==> src/core/fqrom_pkg.sv <==
package fqrom_pkg;

	// ------------------------------------------------------------------
	// Variant selection
	// ------------------------------------------------------------------
	typedef enum logic [2:0] {
		FQROM_DEN_512M = 3'b001,
		FQROM_DEN_1G   = 3'b010,
		FQROM_DEN_2G   = 3'b100
	} fqrom_density_t;

	typedef enum logic [2:0] {
		FQROM_LAY_TOP = 3'b001,
		FQROM_LAY_BOT = 3'b010,
		FQROM_LAY_SYM = 3'b100
	} fqrom_layout_t;

	// ------------------------------------------------------------------
	// Query addresses
	// ------------------------------------------------------------------
	localparam logic [7:0] FQROM_ADDR_CORE_MIN   = 8'h1b;
	localparam logic [7:0] FQROM_ADDR_CORE_MAX   = 8'h1c;
	localparam logic [7:0] FQROM_ADDR_PROG_MIN   = 8'h1d;
	localparam logic [7:0] FQROM_ADDR_PROG_MAX   = 8'h1e;
	localparam logic [7:0] FQROM_ADDR_WORD_TYP   = 8'h1f;
	localparam logic [7:0] FQROM_ADDR_BUF_TYP    = 8'h20;
	localparam logic [7:0] FQROM_ADDR_BLK_TYP    = 8'h21;
	localparam logic [7:0] FQROM_ADDR_CHIP_TYP   = 8'h22;
	localparam logic [7:0] FQROM_ADDR_WORD_MAX   = 8'h23;
	localparam logic [7:0] FQROM_ADDR_BUF_MAX    = 8'h24;
	localparam logic [7:0] FQROM_ADDR_BLK_MAX    = 8'h25;
	localparam logic [7:0] FQROM_ADDR_CHIP_MAX   = 8'h26;
	localparam logic [7:0] FQROM_ADDR_SIZE       = 8'h27;
	localparam logic [7:0] FQROM_ADDR_BUSW       = 8'h28;
	localparam logic [7:0] FQROM_ADDR_WBUF       = 8'h2a;
	localparam logic [7:0] FQROM_ADDR_RCOUNT     = 8'h2c;
	localparam logic [7:0] FQROM_ADDR_REG1       = 8'h2d;
	localparam logic [7:0] FQROM_ADDR_REG2       = 8'h31;
	localparam logic [7:0] FQROM_ADDR_RSVD       = 8'h35;
	localparam logic [7:0] FQROM_ADDR_LAST       = 8'h38;

	// ------------------------------------------------------------------
	// Fixed query values
	// ------------------------------------------------------------------
	localparam logic [7:0]  FQROM_VAL_CORE_MIN  = 8'h17;
	localparam logic [7:0]  FQROM_VAL_CORE_MAX  = 8'h20;
	localparam logic [7:0]  FQROM_VAL_PROG_MIN  = 8'h85;
	localparam logic [7:0]  FQROM_VAL_PROG_MAX  = 8'h95;
	localparam logic [7:0]  FQROM_VAL_WORD_TYP  = 8'h09;
	localparam logic [7:0]  FQROM_VAL_BUF_TYP   = 8'h0a;
	localparam logic [7:0]  FQROM_VAL_BLK_TYP   = 8'h0a;
	localparam logic [7:0]  FQROM_VAL_CHIP_TYP  = 8'h00;
	localparam logic [7:0]  FQROM_VAL_WORD_MAX  = 8'h01;
	localparam logic [7:0]  FQROM_VAL_BUF_MAX   = 8'h02;
	localparam logic [7:0]  FQROM_VAL_BLK_MAX   = 8'h02;
	localparam logic [7:0]  FQROM_VAL_CHIP_MAX  = 8'h00;
	localparam logic [7:0]  FQROM_VAL_SIZE_512M = 8'h1a;
	localparam logic [7:0]  FQROM_VAL_SIZE_BIG  = 8'h1b;
	localparam logic [15:0] FQROM_VAL_BUSW      = 16'h0001;
	localparam logic [15:0] FQROM_VAL_WBUF      = 16'h000a;
	localparam logic [7:0]  FQROM_VAL_RCNT_ASYM = 8'h02;
	localparam logic [7:0]  FQROM_VAL_RCNT_SYM  = 8'h01;
	localparam logic [31:0] FQROM_VAL_RSVD      = 32'h0000_0000;
	localparam logic [7:0]  FQROM_VAL_UNMAPPED  = 8'h00;
	localparam logic [7:0]  FQROM_VAL_HIGH_BYTE = 8'h00;

	// Region words: size in 256-byte units above, block count less one below.
	localparam logic [31:0] FQROM_RG_512M_MAIN  = 32'h0200_01fe;
	localparam logic [31:0] FQROM_RG_512M_SYM   = 32'h0200_01ff;
	localparam logic [31:0] FQROM_RG_1G_MAIN    = 32'h0200_03fe;
	localparam logic [31:0] FQROM_RG_1G_SYM     = 32'h0200_03ff;
	localparam logic [31:0] FQROM_RG_PARAM      = 32'h0080_0003;
	localparam logic [31:0] FQROM_RG_NONE       = 32'h0000_0000;

	// ------------------------------------------------------------------
	// Carriers
	// ------------------------------------------------------------------
	typedef struct packed {
		logic       rd;
		logic [7:0] addr;
	} fqrom_req_t;

	typedef struct packed {
		logic        valid;
		logic [15:0] data;
	} fqrom_rsp_t;

endpackage

==> src/core/fqrom_top.sv <==
`timescale 1ns/1ns
// Function
// - Address 1Bh returns 17h, minimum core supply, BCD volts and tenths.
// - Address 1Ch returns 20h, maximum core supply, same BCD encoding.
// - Addresses 1Dh and 1Eh return 85h and 95h, programming supply range.
// - Address 1Fh returns 09h, typical word program timeout exponent.
// - Address 20h returns 0Ah, typical full buffer write timeout exponent.
// - Address 21h returns 0Ah, typical block erase timeout exponent in ms.
// - Address 22h returns 00h, chip erase not offered.
// - Address 23h returns 01h, maximum word program multiplier exponent.
// - Address 24h returns 02h, maximum buffer write multiplier exponent.
// - Address 25h returns 02h, maximum block erase multiplier exponent.
// - Address 26h returns 00h, maximum chip erase multiplier exponent.
// - Address 27h returns size exponent: 1Ah for 512Mb, 1Bh otherwise.
// - Addresses 28h and 29h return bus width field 01h then 00h.
// - Addresses 2Ah and 2Bh return write buffer exponent 0Ah then 00h.
// - Address 2Ch returns region count: 02h asymmetric, 01h symmetric.
// - Addresses 2Dh to 30h give region one: count less one, size/256.
// - Addresses 31h to 34h give region two in the same layout.
// - Addresses 35h to 38h return the reserved region bytes.
// - Address 2Dh returns FEh top, 03h bottom, FFh symmetric.
// - Each byte is driven on the low data byte, high byte zero.
// - Reserved region bytes 35h to 38h read as 00h in every variant.
module fqrom_top
	import fqrom_pkg::*;
#(
	parameter fqrom_density_t DENSITY = FQROM_DEN_512M,
	parameter fqrom_layout_t  LAYOUT  = FQROM_LAY_SYM
) (
	// Clock and reset
	input  wire logic       clk_i,
	input  wire logic       resetn_i,
	// Query read request
	input  wire fqrom_req_t req_i,
	// Query read answer
	output fqrom_rsp_t      rsp_o
);

	// ------------------------------------------------------------------
	// Variant constants
	// ------------------------------------------------------------------
	// The variant is fixed at build time, so all of this folds to constants.
	// A 2Gb part exists only symmetric; other layouts fall back to it.
	localparam logic IS_SYM = (LAYOUT == FQROM_LAY_SYM) ||
		(DENSITY == FQROM_DEN_2G);
	localparam logic IS_TOP = !IS_SYM && (LAYOUT == FQROM_LAY_TOP);
	localparam logic IS_512 = (DENSITY == FQROM_DEN_512M);

	localparam logic [7:0] SIZE_EXP = IS_512 ? FQROM_VAL_SIZE_512M :
		FQROM_VAL_SIZE_BIG;
	localparam logic [7:0] REGION_COUNT = IS_SYM ? FQROM_VAL_RCNT_SYM :
		FQROM_VAL_RCNT_ASYM;
	localparam logic [31:0] MAIN_RG = IS_SYM ?
		(IS_512 ? FQROM_RG_512M_SYM : FQROM_RG_1G_SYM) :
		(IS_512 ? FQROM_RG_512M_MAIN : FQROM_RG_1G_MAIN);
	// Top parts list the main blocks first, bottom parts the parameter
	// blocks first, so the low byte at 2Dh tells the layout apart.
	localparam logic [31:0] REGION_ONE = IS_TOP ? MAIN_RG :
		(IS_SYM ? MAIN_RG : FQROM_RG_PARAM);
	localparam logic [31:0] REGION_TWO = IS_SYM ? FQROM_RG_NONE :
		(IS_TOP ? FQROM_RG_PARAM : MAIN_RG);

	// ------------------------------------------------------------------
	// Byte lookup
	// ------------------------------------------------------------------
	logic [7:0] next_byte;
	logic [1:0] rel;
	logic [4:0] shift;

	always_comb begin
		rel = 2'h0;
		shift = 5'h00;
		next_byte = FQROM_VAL_UNMAPPED;
		if (req_i.addr == FQROM_ADDR_CORE_MIN) begin
			next_byte = FQROM_VAL_CORE_MIN;
		end else if (req_i.addr == FQROM_ADDR_CORE_MAX) begin
			next_byte = FQROM_VAL_CORE_MAX;
		end else if (req_i.addr == FQROM_ADDR_PROG_MIN) begin
			next_byte = FQROM_VAL_PROG_MIN;
		end else if (req_i.addr == FQROM_ADDR_PROG_MAX) begin
			next_byte = FQROM_VAL_PROG_MAX;
		end else if (req_i.addr == FQROM_ADDR_WORD_TYP) begin
			next_byte = FQROM_VAL_WORD_TYP;
		end else if (req_i.addr == FQROM_ADDR_BUF_TYP) begin
			next_byte = FQROM_VAL_BUF_TYP;
		end else if (req_i.addr == FQROM_ADDR_BLK_TYP) begin
			next_byte = FQROM_VAL_BLK_TYP;
		end else if (req_i.addr == FQROM_ADDR_CHIP_TYP) begin
			next_byte = FQROM_VAL_CHIP_TYP;
		end else if (req_i.addr == FQROM_ADDR_WORD_MAX) begin
			next_byte = FQROM_VAL_WORD_MAX;
		end else if (req_i.addr == FQROM_ADDR_BUF_MAX) begin
			next_byte = FQROM_VAL_BUF_MAX;
		end else if (req_i.addr == FQROM_ADDR_BLK_MAX) begin
			next_byte = FQROM_VAL_BLK_MAX;
		end else if (req_i.addr == FQROM_ADDR_CHIP_MAX) begin
			next_byte = FQROM_VAL_CHIP_MAX;
		end else if (req_i.addr == FQROM_ADDR_SIZE) begin
			next_byte = SIZE_EXP;
		end else if (req_i.addr == FQROM_ADDR_BUSW) begin
			next_byte = FQROM_VAL_BUSW[7:0];
		end else if (req_i.addr == FQROM_ADDR_BUSW + 8'h01) begin
			next_byte = FQROM_VAL_BUSW[15:8];
		end else if (req_i.addr == FQROM_ADDR_WBUF) begin
			next_byte = FQROM_VAL_WBUF[7:0];
		end else if (req_i.addr == FQROM_ADDR_WBUF + 8'h01) begin
			next_byte = FQROM_VAL_WBUF[15:8];
		end else if (req_i.addr == FQROM_ADDR_RCOUNT) begin
			next_byte = REGION_COUNT;
		end else if (req_i.addr >= FQROM_ADDR_REG1 &&
			req_i.addr < FQROM_ADDR_REG2) begin
			rel = 2'(req_i.addr - FQROM_ADDR_REG1);
			shift = {rel, 3'b000};
			next_byte = 8'(REGION_ONE >> shift);
		end else if (req_i.addr >= FQROM_ADDR_REG2 &&
			req_i.addr < FQROM_ADDR_RSVD) begin
			rel = 2'(req_i.addr - FQROM_ADDR_REG2);
			shift = {rel, 3'b000};
			next_byte = 8'(REGION_TWO >> shift);
		end else if (req_i.addr >= FQROM_ADDR_RSVD &&
			req_i.addr <= FQROM_ADDR_LAST) begin
			rel = 2'(req_i.addr - FQROM_ADDR_RSVD);
			shift = {rel, 3'b000};
			next_byte = 8'(FQROM_VAL_RSVD >> shift);
		end
	end

	// ------------------------------------------------------------------
	// Answer register
	// ------------------------------------------------------------------
	// Each field has its own flop so no variable is written by two
	// processes; the port is only a wiring of the two.
	logic        answer_valid;
	logic [15:0] answer_data;

	// Data holds between reads so a slow host may sample it late.
	always_ff @(posedge clk_i) begin
		if (!resetn_i) begin
			answer_data <= 16'h0000;
		end else if (req_i.rd) begin
			answer_data <= {FQROM_VAL_HIGH_BYTE, next_byte};
		end
	end

	always_ff @(posedge clk_i) begin
		if (!resetn_i) begin
			answer_valid <= 1'b0;
		end else begin
			answer_valid <= req_i.rd;
		end
	end

	assign rsp_o = '{valid: answer_valid, data: answer_data};

endmodule

==> config.mk <==
export PLATFORM = sky130hd
export DESIGN_NAME = fqrom_top
export DESIGN_NICKNAME = d
export VERILOG_FILES = /design/src/core/fqrom_pkg.sv /design/src/core/fqrom_top.sv
export SDC_FILE = /design/constraint.sdc
export NUM_CORES = 1
export LEC_CHECK = 0
export BUFFER_PORTS_ARGS = -buffer_cell sky130_fd_sc_hd__clkbuf_2
export CAP_MARGIN = 5
export CORE_ASPECT_RATIO = 1.1
export CORE_MARGIN = 1.5
export CORE_UTILIZATION = 40
export CTS_BUF_LIST = sky130_fd_sc_hd__clkbuf_4
export DETAILED_ROUTE_END_ITERATION = 8
export GPL_ROUTABILITY_DRIVEN = 0
export PLACE_DENSITY = 0.69
export SYNTH_ARGS = -nofsm -noshare
export SYNTH_HDL_FRONTEND = slang
export SYNTH_SLANG_ARGS = --single-unit
==> constraint.sdc <==
create_clock -name clk_i -period 1.6 [get_ports clk_i]
set_input_delay 0.24 -clock clk_i [delete_from_list [all_inputs] [get_ports clk_i]]
set_output_delay 0.24 -clock clk_i [all_outputs]
set_load 0.01 [all_outputs]
==> metrics.cfg, run 1 <==
[outcome]
status = complete, no violations

[power_and_ir_drop]
p_seq_share_pct = 39.9
pwr-share-clk_pct = 32.2
peakVddDrop_mv = 0.511
p_sw_uw = 171
pwr-share-comb_pct = 28.0
internal_power_uw = 422
leakagePower_uw = 0.000488
p_sw_share_pct = 28.8
power_per_cell_area_nw_per_um2 = 544

[sta]
final.setup.tns_ps = 0
finClkSkew_ps = 0
finalSetupViolations = 0
fin_crit_ps = 1480
rsz0062_at_grt = no
hold_viol = 0
fin_ws_ps = 125
final.period_utilization_pct = 92.2
fmax_ghz = 0.678
finalMaxSlewViolations = 0

[floorplanning]
rows = 16
die_w_um = 45.2
initial_core_util_pct = 43.1
dieArea_um2 = 2240
die_h_um = 49.5
io_pins = 28
placeableCoreArea_um2 = 1820

[clocking]
cts-hold-fix-buffers = 0
clock-sinks = 9
clockBufferDepth = 2
htree_num_levels = 1
numCtsBuffers = 3
clkTransAtPathRegs_ps = 60
cts_root_buf = clkbuf_4
clock_latency_ps = 260
postCtsSetupRepairBufs = 0
cts_tree = done

[critical_path]
critical_path.endpoint = answer_data[4]
cp_cell_sequence = clkbuf_2 -> inv_2 -> ha_2 -> mux2_2 -> and3_1 -> a211oi_4 -> o211ai_1 -> a21oi_1
cpPeakStageDelay_ps = 280
cp-start-kind = input port
reg2reg_from = answer_data[2]
arrival_ps = 1670
crit_type = input port to flip-flop
r2r-end = answer_data[2]
r2r_cells = 2
r2r_slack_ps = 800
crit_start = req_i[0]
end_kind = flip-flop
cp.required_ps = 1790
critPathMaxFanout = 4
critPathSlowestCell = mux2_2

[yosys]
ys.flop_type = dfxtp_1
synth_top_area_share_pct = 23.0
yosysUniqueCellTypes = 38
seq_area_frac_synth_pct = 23.0
syn_area_um2 = 785
synthArstFlopShare_pct = 0
synth_edf_count = 0
postSynthAreaPerCell_um2 = 8.09
synth.area.top_cells = dfxtp_1 23%, buf_4 9.6%, ha_1 8.0%
yosys.area.top_type = dfxtp_1
yosys_register_bits = 9
syn_inst = 97
ys_warn_count = 0

[grt]
grt_pass1_vias = 841
track_usage_pct = 20.1
grt_overflow = 0
antenna_found_initial = 0
grt_max_degree = 13
grt_pass1_wl_um = 3440

[min_path]
hold_depth = 2
hold_class = input port to flip-flop

[place]
numPortBuffers = 19
post-dp-hpwl_um = 1650
dp_cells = 160
place_area_um2 = 1020
place_ws_ps = -300

[final_layout]
utilization_pct = 59.8
layout_common_cells = 21 x buf_4, 19 x clkbuf_2, 9 x dfxtp_1
final_common_cell = buf_4
finish.instance_area_um2 = 1090
stdcell_count = 164
drive_gt1_share_pct = 40.9
final_nets = 154
syn2layout_area_growth_pct = 38.8
antenna_cells = 0

[detailed_routing]
viasPerCell = 5.34
post_drt_wl_per_cell_um = 12.4
drc = 0
ant_nets = 0
vias = 876
routed_wirelength_um = 2030
first_iter_violations = 25
firstDrtPassIters = 4

[job]
max-cap-violations = 0

==> worst min-delay path by stage <==
stage                               from              to  slack, ps
final                           resetn_i  answer_data[2]        310
after global routing            resetn_i  answer_data[2]        300
after CTS                       resetn_i  answer_data[2]        300
after detailed placement  answer_data[6]  answer_data[6]        480
after global placement    answer_data[6]  answer_data[6]        480
after floorplan                 resetn_i  answer_data[0]        380
==> final cells by class <==
type | instances | area, um^2
Sequential cell | 9 | 180
Tap cell | 27 | 33.8
Timing Repair Buffer | 40 | 253
Inverter | 5 | 18.8
Fill cell | 164 | 733
Multi-Input combinational cell | 79 | 573
Clock buffer | 4 | 30.0
==> power groups by stage <==
stage	sequential, uW	clock [uW]	combinational (uW)
final	236	191	166
after global routing	237	214	180
after detailed placement	241	0	157
after CTS	236	195	159
after floorplan	244	0	94.9
after global placement	241	0	152
==> state kept, by name, indices dropped and copies added (netlist names) <==
signal,flops
answer_valid,1
answer_data,8
==> stage by stage <==
step                total power [uW]  hold slack (ps)
global route                     631              297
finish                           593              308
global placement                 393              477
floorplan                        339              378
detailed placement               398              485
CTS                              590              300
==> cells by family (layout without fill, tap and decap cells) <==
group	after synthesis	count (layout)	synth area share [%]
AND/OR/NAND/NOR	32	32	24.7
AO/OA/AOI/OAI	31	31	27.4
buffers and inverters	16	49	12.4
flip-flops	9	9	23.0
adder cells (fa/ha/maj)	5	5	7.97
multiplexers	2	2	2.87
other	1	8	0.478
XOR/XNOR	1	1	1.12
==> worst max-delay path: cells and delay by family <==
| kind | cells | cell delay (ps) |
|---|---|---|
| adders and majority gates | 1 | 200 |
| AOI/OAI and AO/OA | 3 | 540 |
| and+or+nand+nor | 1 | 230 |
| buffers and inverters | 2 | 180 |
| muxes | 1 | 280 |
==> routing by layer <==
metal  global-route usage [%]  wire length [um]
met5                        0                 0
met4                     6.86                46
met3                     4.40                72
met2                     33.8              1040
met1                     24.5               870
==> timing repair <==
item	4_1_cts	5_1_grt
resized for setup	1	7
gates cloned	0	0
endpoints found under the setup margin	3	4
pin swaps	1	4
==> cells in the mapped netlist (all sizes together) (2+ instances only) <==
master,instances
a21oi,6
a31oi,3
and3,3
buf,10
dfxtp,9
ha,5
inv,5
mux2,2
nand2,7
nand2b,4
nand3,2
nand3b,2
nand4,2
nand4b,2
nor2,3
nor4,2
o21a,2
o21ai,7
o221ai,3
Power figures use the tool's default switching activity.
==> run 2: changes to the inputs <==
--- a/config.mk
+++ b/config.mk
@@ -10,7 +10,7 @@
 export CORE_ASPECT_RATIO = 1.1
 export CORE_MARGIN = 1.5
 export CORE_UTILIZATION = 40
-export CTS_BUF_LIST = sky130_fd_sc_hd__clkbuf_4
+export CTS_BUF_LIST = sky130_fd_sc_hd__clkbuf_16
 export DETAILED_ROUTE_END_ITERATION = 8
 export GPL_ROUTABILITY_DRIVEN = 0
 export PLACE_DENSITY = 0.69
==> metrics.cfg, run 2 (synthesis results as in run 1) <==
[outcome]
status = complete, no violations

[detailed_routing]
routed_wirelength_um = 2110  ; +3.8%
viasPerCell = 5.39  ; +0.98%
drc = 0  ; unchanged
firstDrtPassIters = 4  ; unchanged
vias = 890  ; +1.6%
post_drt_wl_per_cell_um = 12.8  ; +3.2%
first_iter_violations = 23  ; -8.0%
ant_nets = 0  ; unchanged

[clocking]
clock_latency_ps = 230  ; -30 ps
numCtsBuffers = 3  ; unchanged
cts_root_buf = clkbuf_16
clockBufferDepth = 2  ; unchanged
clock-sinks = 9  ; unchanged
cts-hold-fix-buffers = 0  ; unchanged
clkTransAtPathRegs_ps = 40  ; -20 ps
htree_num_levels = 1  ; unchanged
cts_tree = done

[grt]
grt_pass1_vias = 830  ; -1.3%
grt_pass1_wl_um = 3500  ; +1.6%
track_usage_pct = 20.1  ; about the same
antenna_found_initial = 0  ; unchanged
grt_max_degree = 13  ; unchanged
grt_overflow = 0  ; unchanged

[critical_path]
cp-start-kind = input port
end_kind = flip-flop
critPathSlowestCell = mux2_2
crit_type = input port to flip-flop
r2r_slack_ps = 800  ; about the same
cp.buffers_inverters = 2  ; unchanged
critPathMaxFanout = 4  ; unchanged
cp.required_ps = 1760  ; -30 ps
path_delay_family = compound AO/OA/AOI/OAI gates
reg2reg_from = answer_data[2]
arrival_ps = 1660  ; about the same
r2r_cells = 2  ; unchanged
r2r-end = answer_data[2]
cpPeakStageDelay_ps = 280  ; about the same
cp_cell_sequence = buf_2 -> inv_2 -> ha_2 -> mux2_2 -> and3_1 -> a211oi_4 -> o211ai_1 -> a21oi_1

[min_path]
min_from = resetn_i
hold_end = answer_data[2]
hold_depth = 2  ; unchanged
hold_class = input port to flip-flop

[final_layout]
drive_gt1_share_pct = 42.0  ; +1.2 points
syn2layout_area_growth_pct = 46.7
largest_register = answer_data
reg.largest.list = answer_data (8), answer_valid (1)
final-seq-area_um2 = 180  ; unchanged
multi_input_area_um2 = 579  ; +1.1%
largest_reg_flops = 8  ; unchanged
final_common_cell = buf_4
fillers = 156  ; -4.9%
utilization_pct = 63.2  ; +3.4 points
final_nets = 155  ; +0.65%
antenna_cells = 0  ; unchanged
layout_common_cells = 22 x buf_4, 18 x clkbuf_2, 9 x dfxtp_1

[sta]
final.period_utilization_pct = 93.9  ; +1.7 points
finClkSkew_ps = 0  ; unchanged
rsz0062_at_grt = no
fin_crit_ps = 1500  ; +27.0 ps
fmax_ghz = 0.666  ; -1.8%
final.setup.tns_ps = 0  ; unchanged
hold_viol = 0  ; unchanged
finalMaxSlewViolations = 0  ; unchanged
finalSetupViolations = 0  ; unchanged

[power_and_ir_drop]
leakagePower_uw = 0.000515  ; +5.6%
peakVddDrop_mv = 1.07  ; +110%
power_per_cell_area_nw_per_um2 = 724  ; +33%

[floorplanning]
initial_core_util_pct = 43.1  ; unchanged
die_h_um = 49.5  ; unchanged
placeableCoreArea_um2 = 1820  ; unchanged
rows = 16  ; unchanged
dieArea_um2 = 2240  ; unchanged
die_w_um = 45.2  ; unchanged
io_pins = 28  ; unchanged

[place]
post-dp-hpwl_um = 1650  ; unchanged
numPortBuffers = 19  ; unchanged

[job]
max-cap-violations = 0  ; unchanged

-- run 2: routing by layer --
layer	global-route usage (%)	vias to the layer above	wire, um
met5	0	-	0
met4	2.45	0	31
met3	5.49	4	115
met2	34.3	37	1070
met1	25.5	417	889
li1	-	432	-
-- run 2: worst max-delay path by stage --
stage          startpoint             end  slack, ps  depth (start not counted)
2_1_floorplan    req_i[0]  answer_data[4]         10                          7
3_3_place_gp     req_i[0]  answer_data[3]       -150                          8
3_5_place_dp     req_i[0]  answer_data[3]       -300                          9
4_1_cts          req_i[0]  answer_data[4]          4                          8
5_1_grt          req_i[0]  answer_data[7]         20                          8
6_report         req_i[0]  answer_data[4]        100                          8
-- run 2: worst reg2reg max path, stage by stage (launching register included) --
cell	delay, ps
dfxtp_1	300
mux2_2	250
o311a_2	130
-- run 2: what timing repair did --
action                     4_1_cts  5_1_grt
resized for setup                1       10
setup buffers                    0        1
pin swaps                        1        5
setup endpoints to repair        4        6
hold endpoints to repair         0        0
-- run 2: layout make-up --
| cell class | count | area share (%) |
|---|---|---|
| Timing Repair Buffer | 41 | 22.6 |
| Tap cell | 27 | 2.93 |
| Multi-Input combinational cell | 79 | 50.3 |
| Sequential cell | 9 | 15.7 |
| Inverter | 5 | 1.63 |
| Clock buffer | 3 | 6.52 |
| Clock inverter | 1 | 0.326 |
-- run 2: where the power goes --
| group | internal (uW) | switching (uW) | total [uW] |
|---|---|---|---|
| clock | 326 | 102 | 427 |
| combinational | 77.2 | 91.1 | 168 |
| sequential | 234 | 3.74 | 237 |
| total | 637 | 196 | 833 |
-- run 2: through the flow --
step                setup slack, ps  std cells  total power [uW]  hold WS (ps)  cell area (um^2)
floorplan                      12.0        104               339           378               812
global placement               -149        160               393           477              1020
detailed placement             -300        160               398           485              1020
CTS                            3.62        164               834           332              1100
global route                   15.9        165               876           339              1150
finish                         97.6        165               833           344              1150
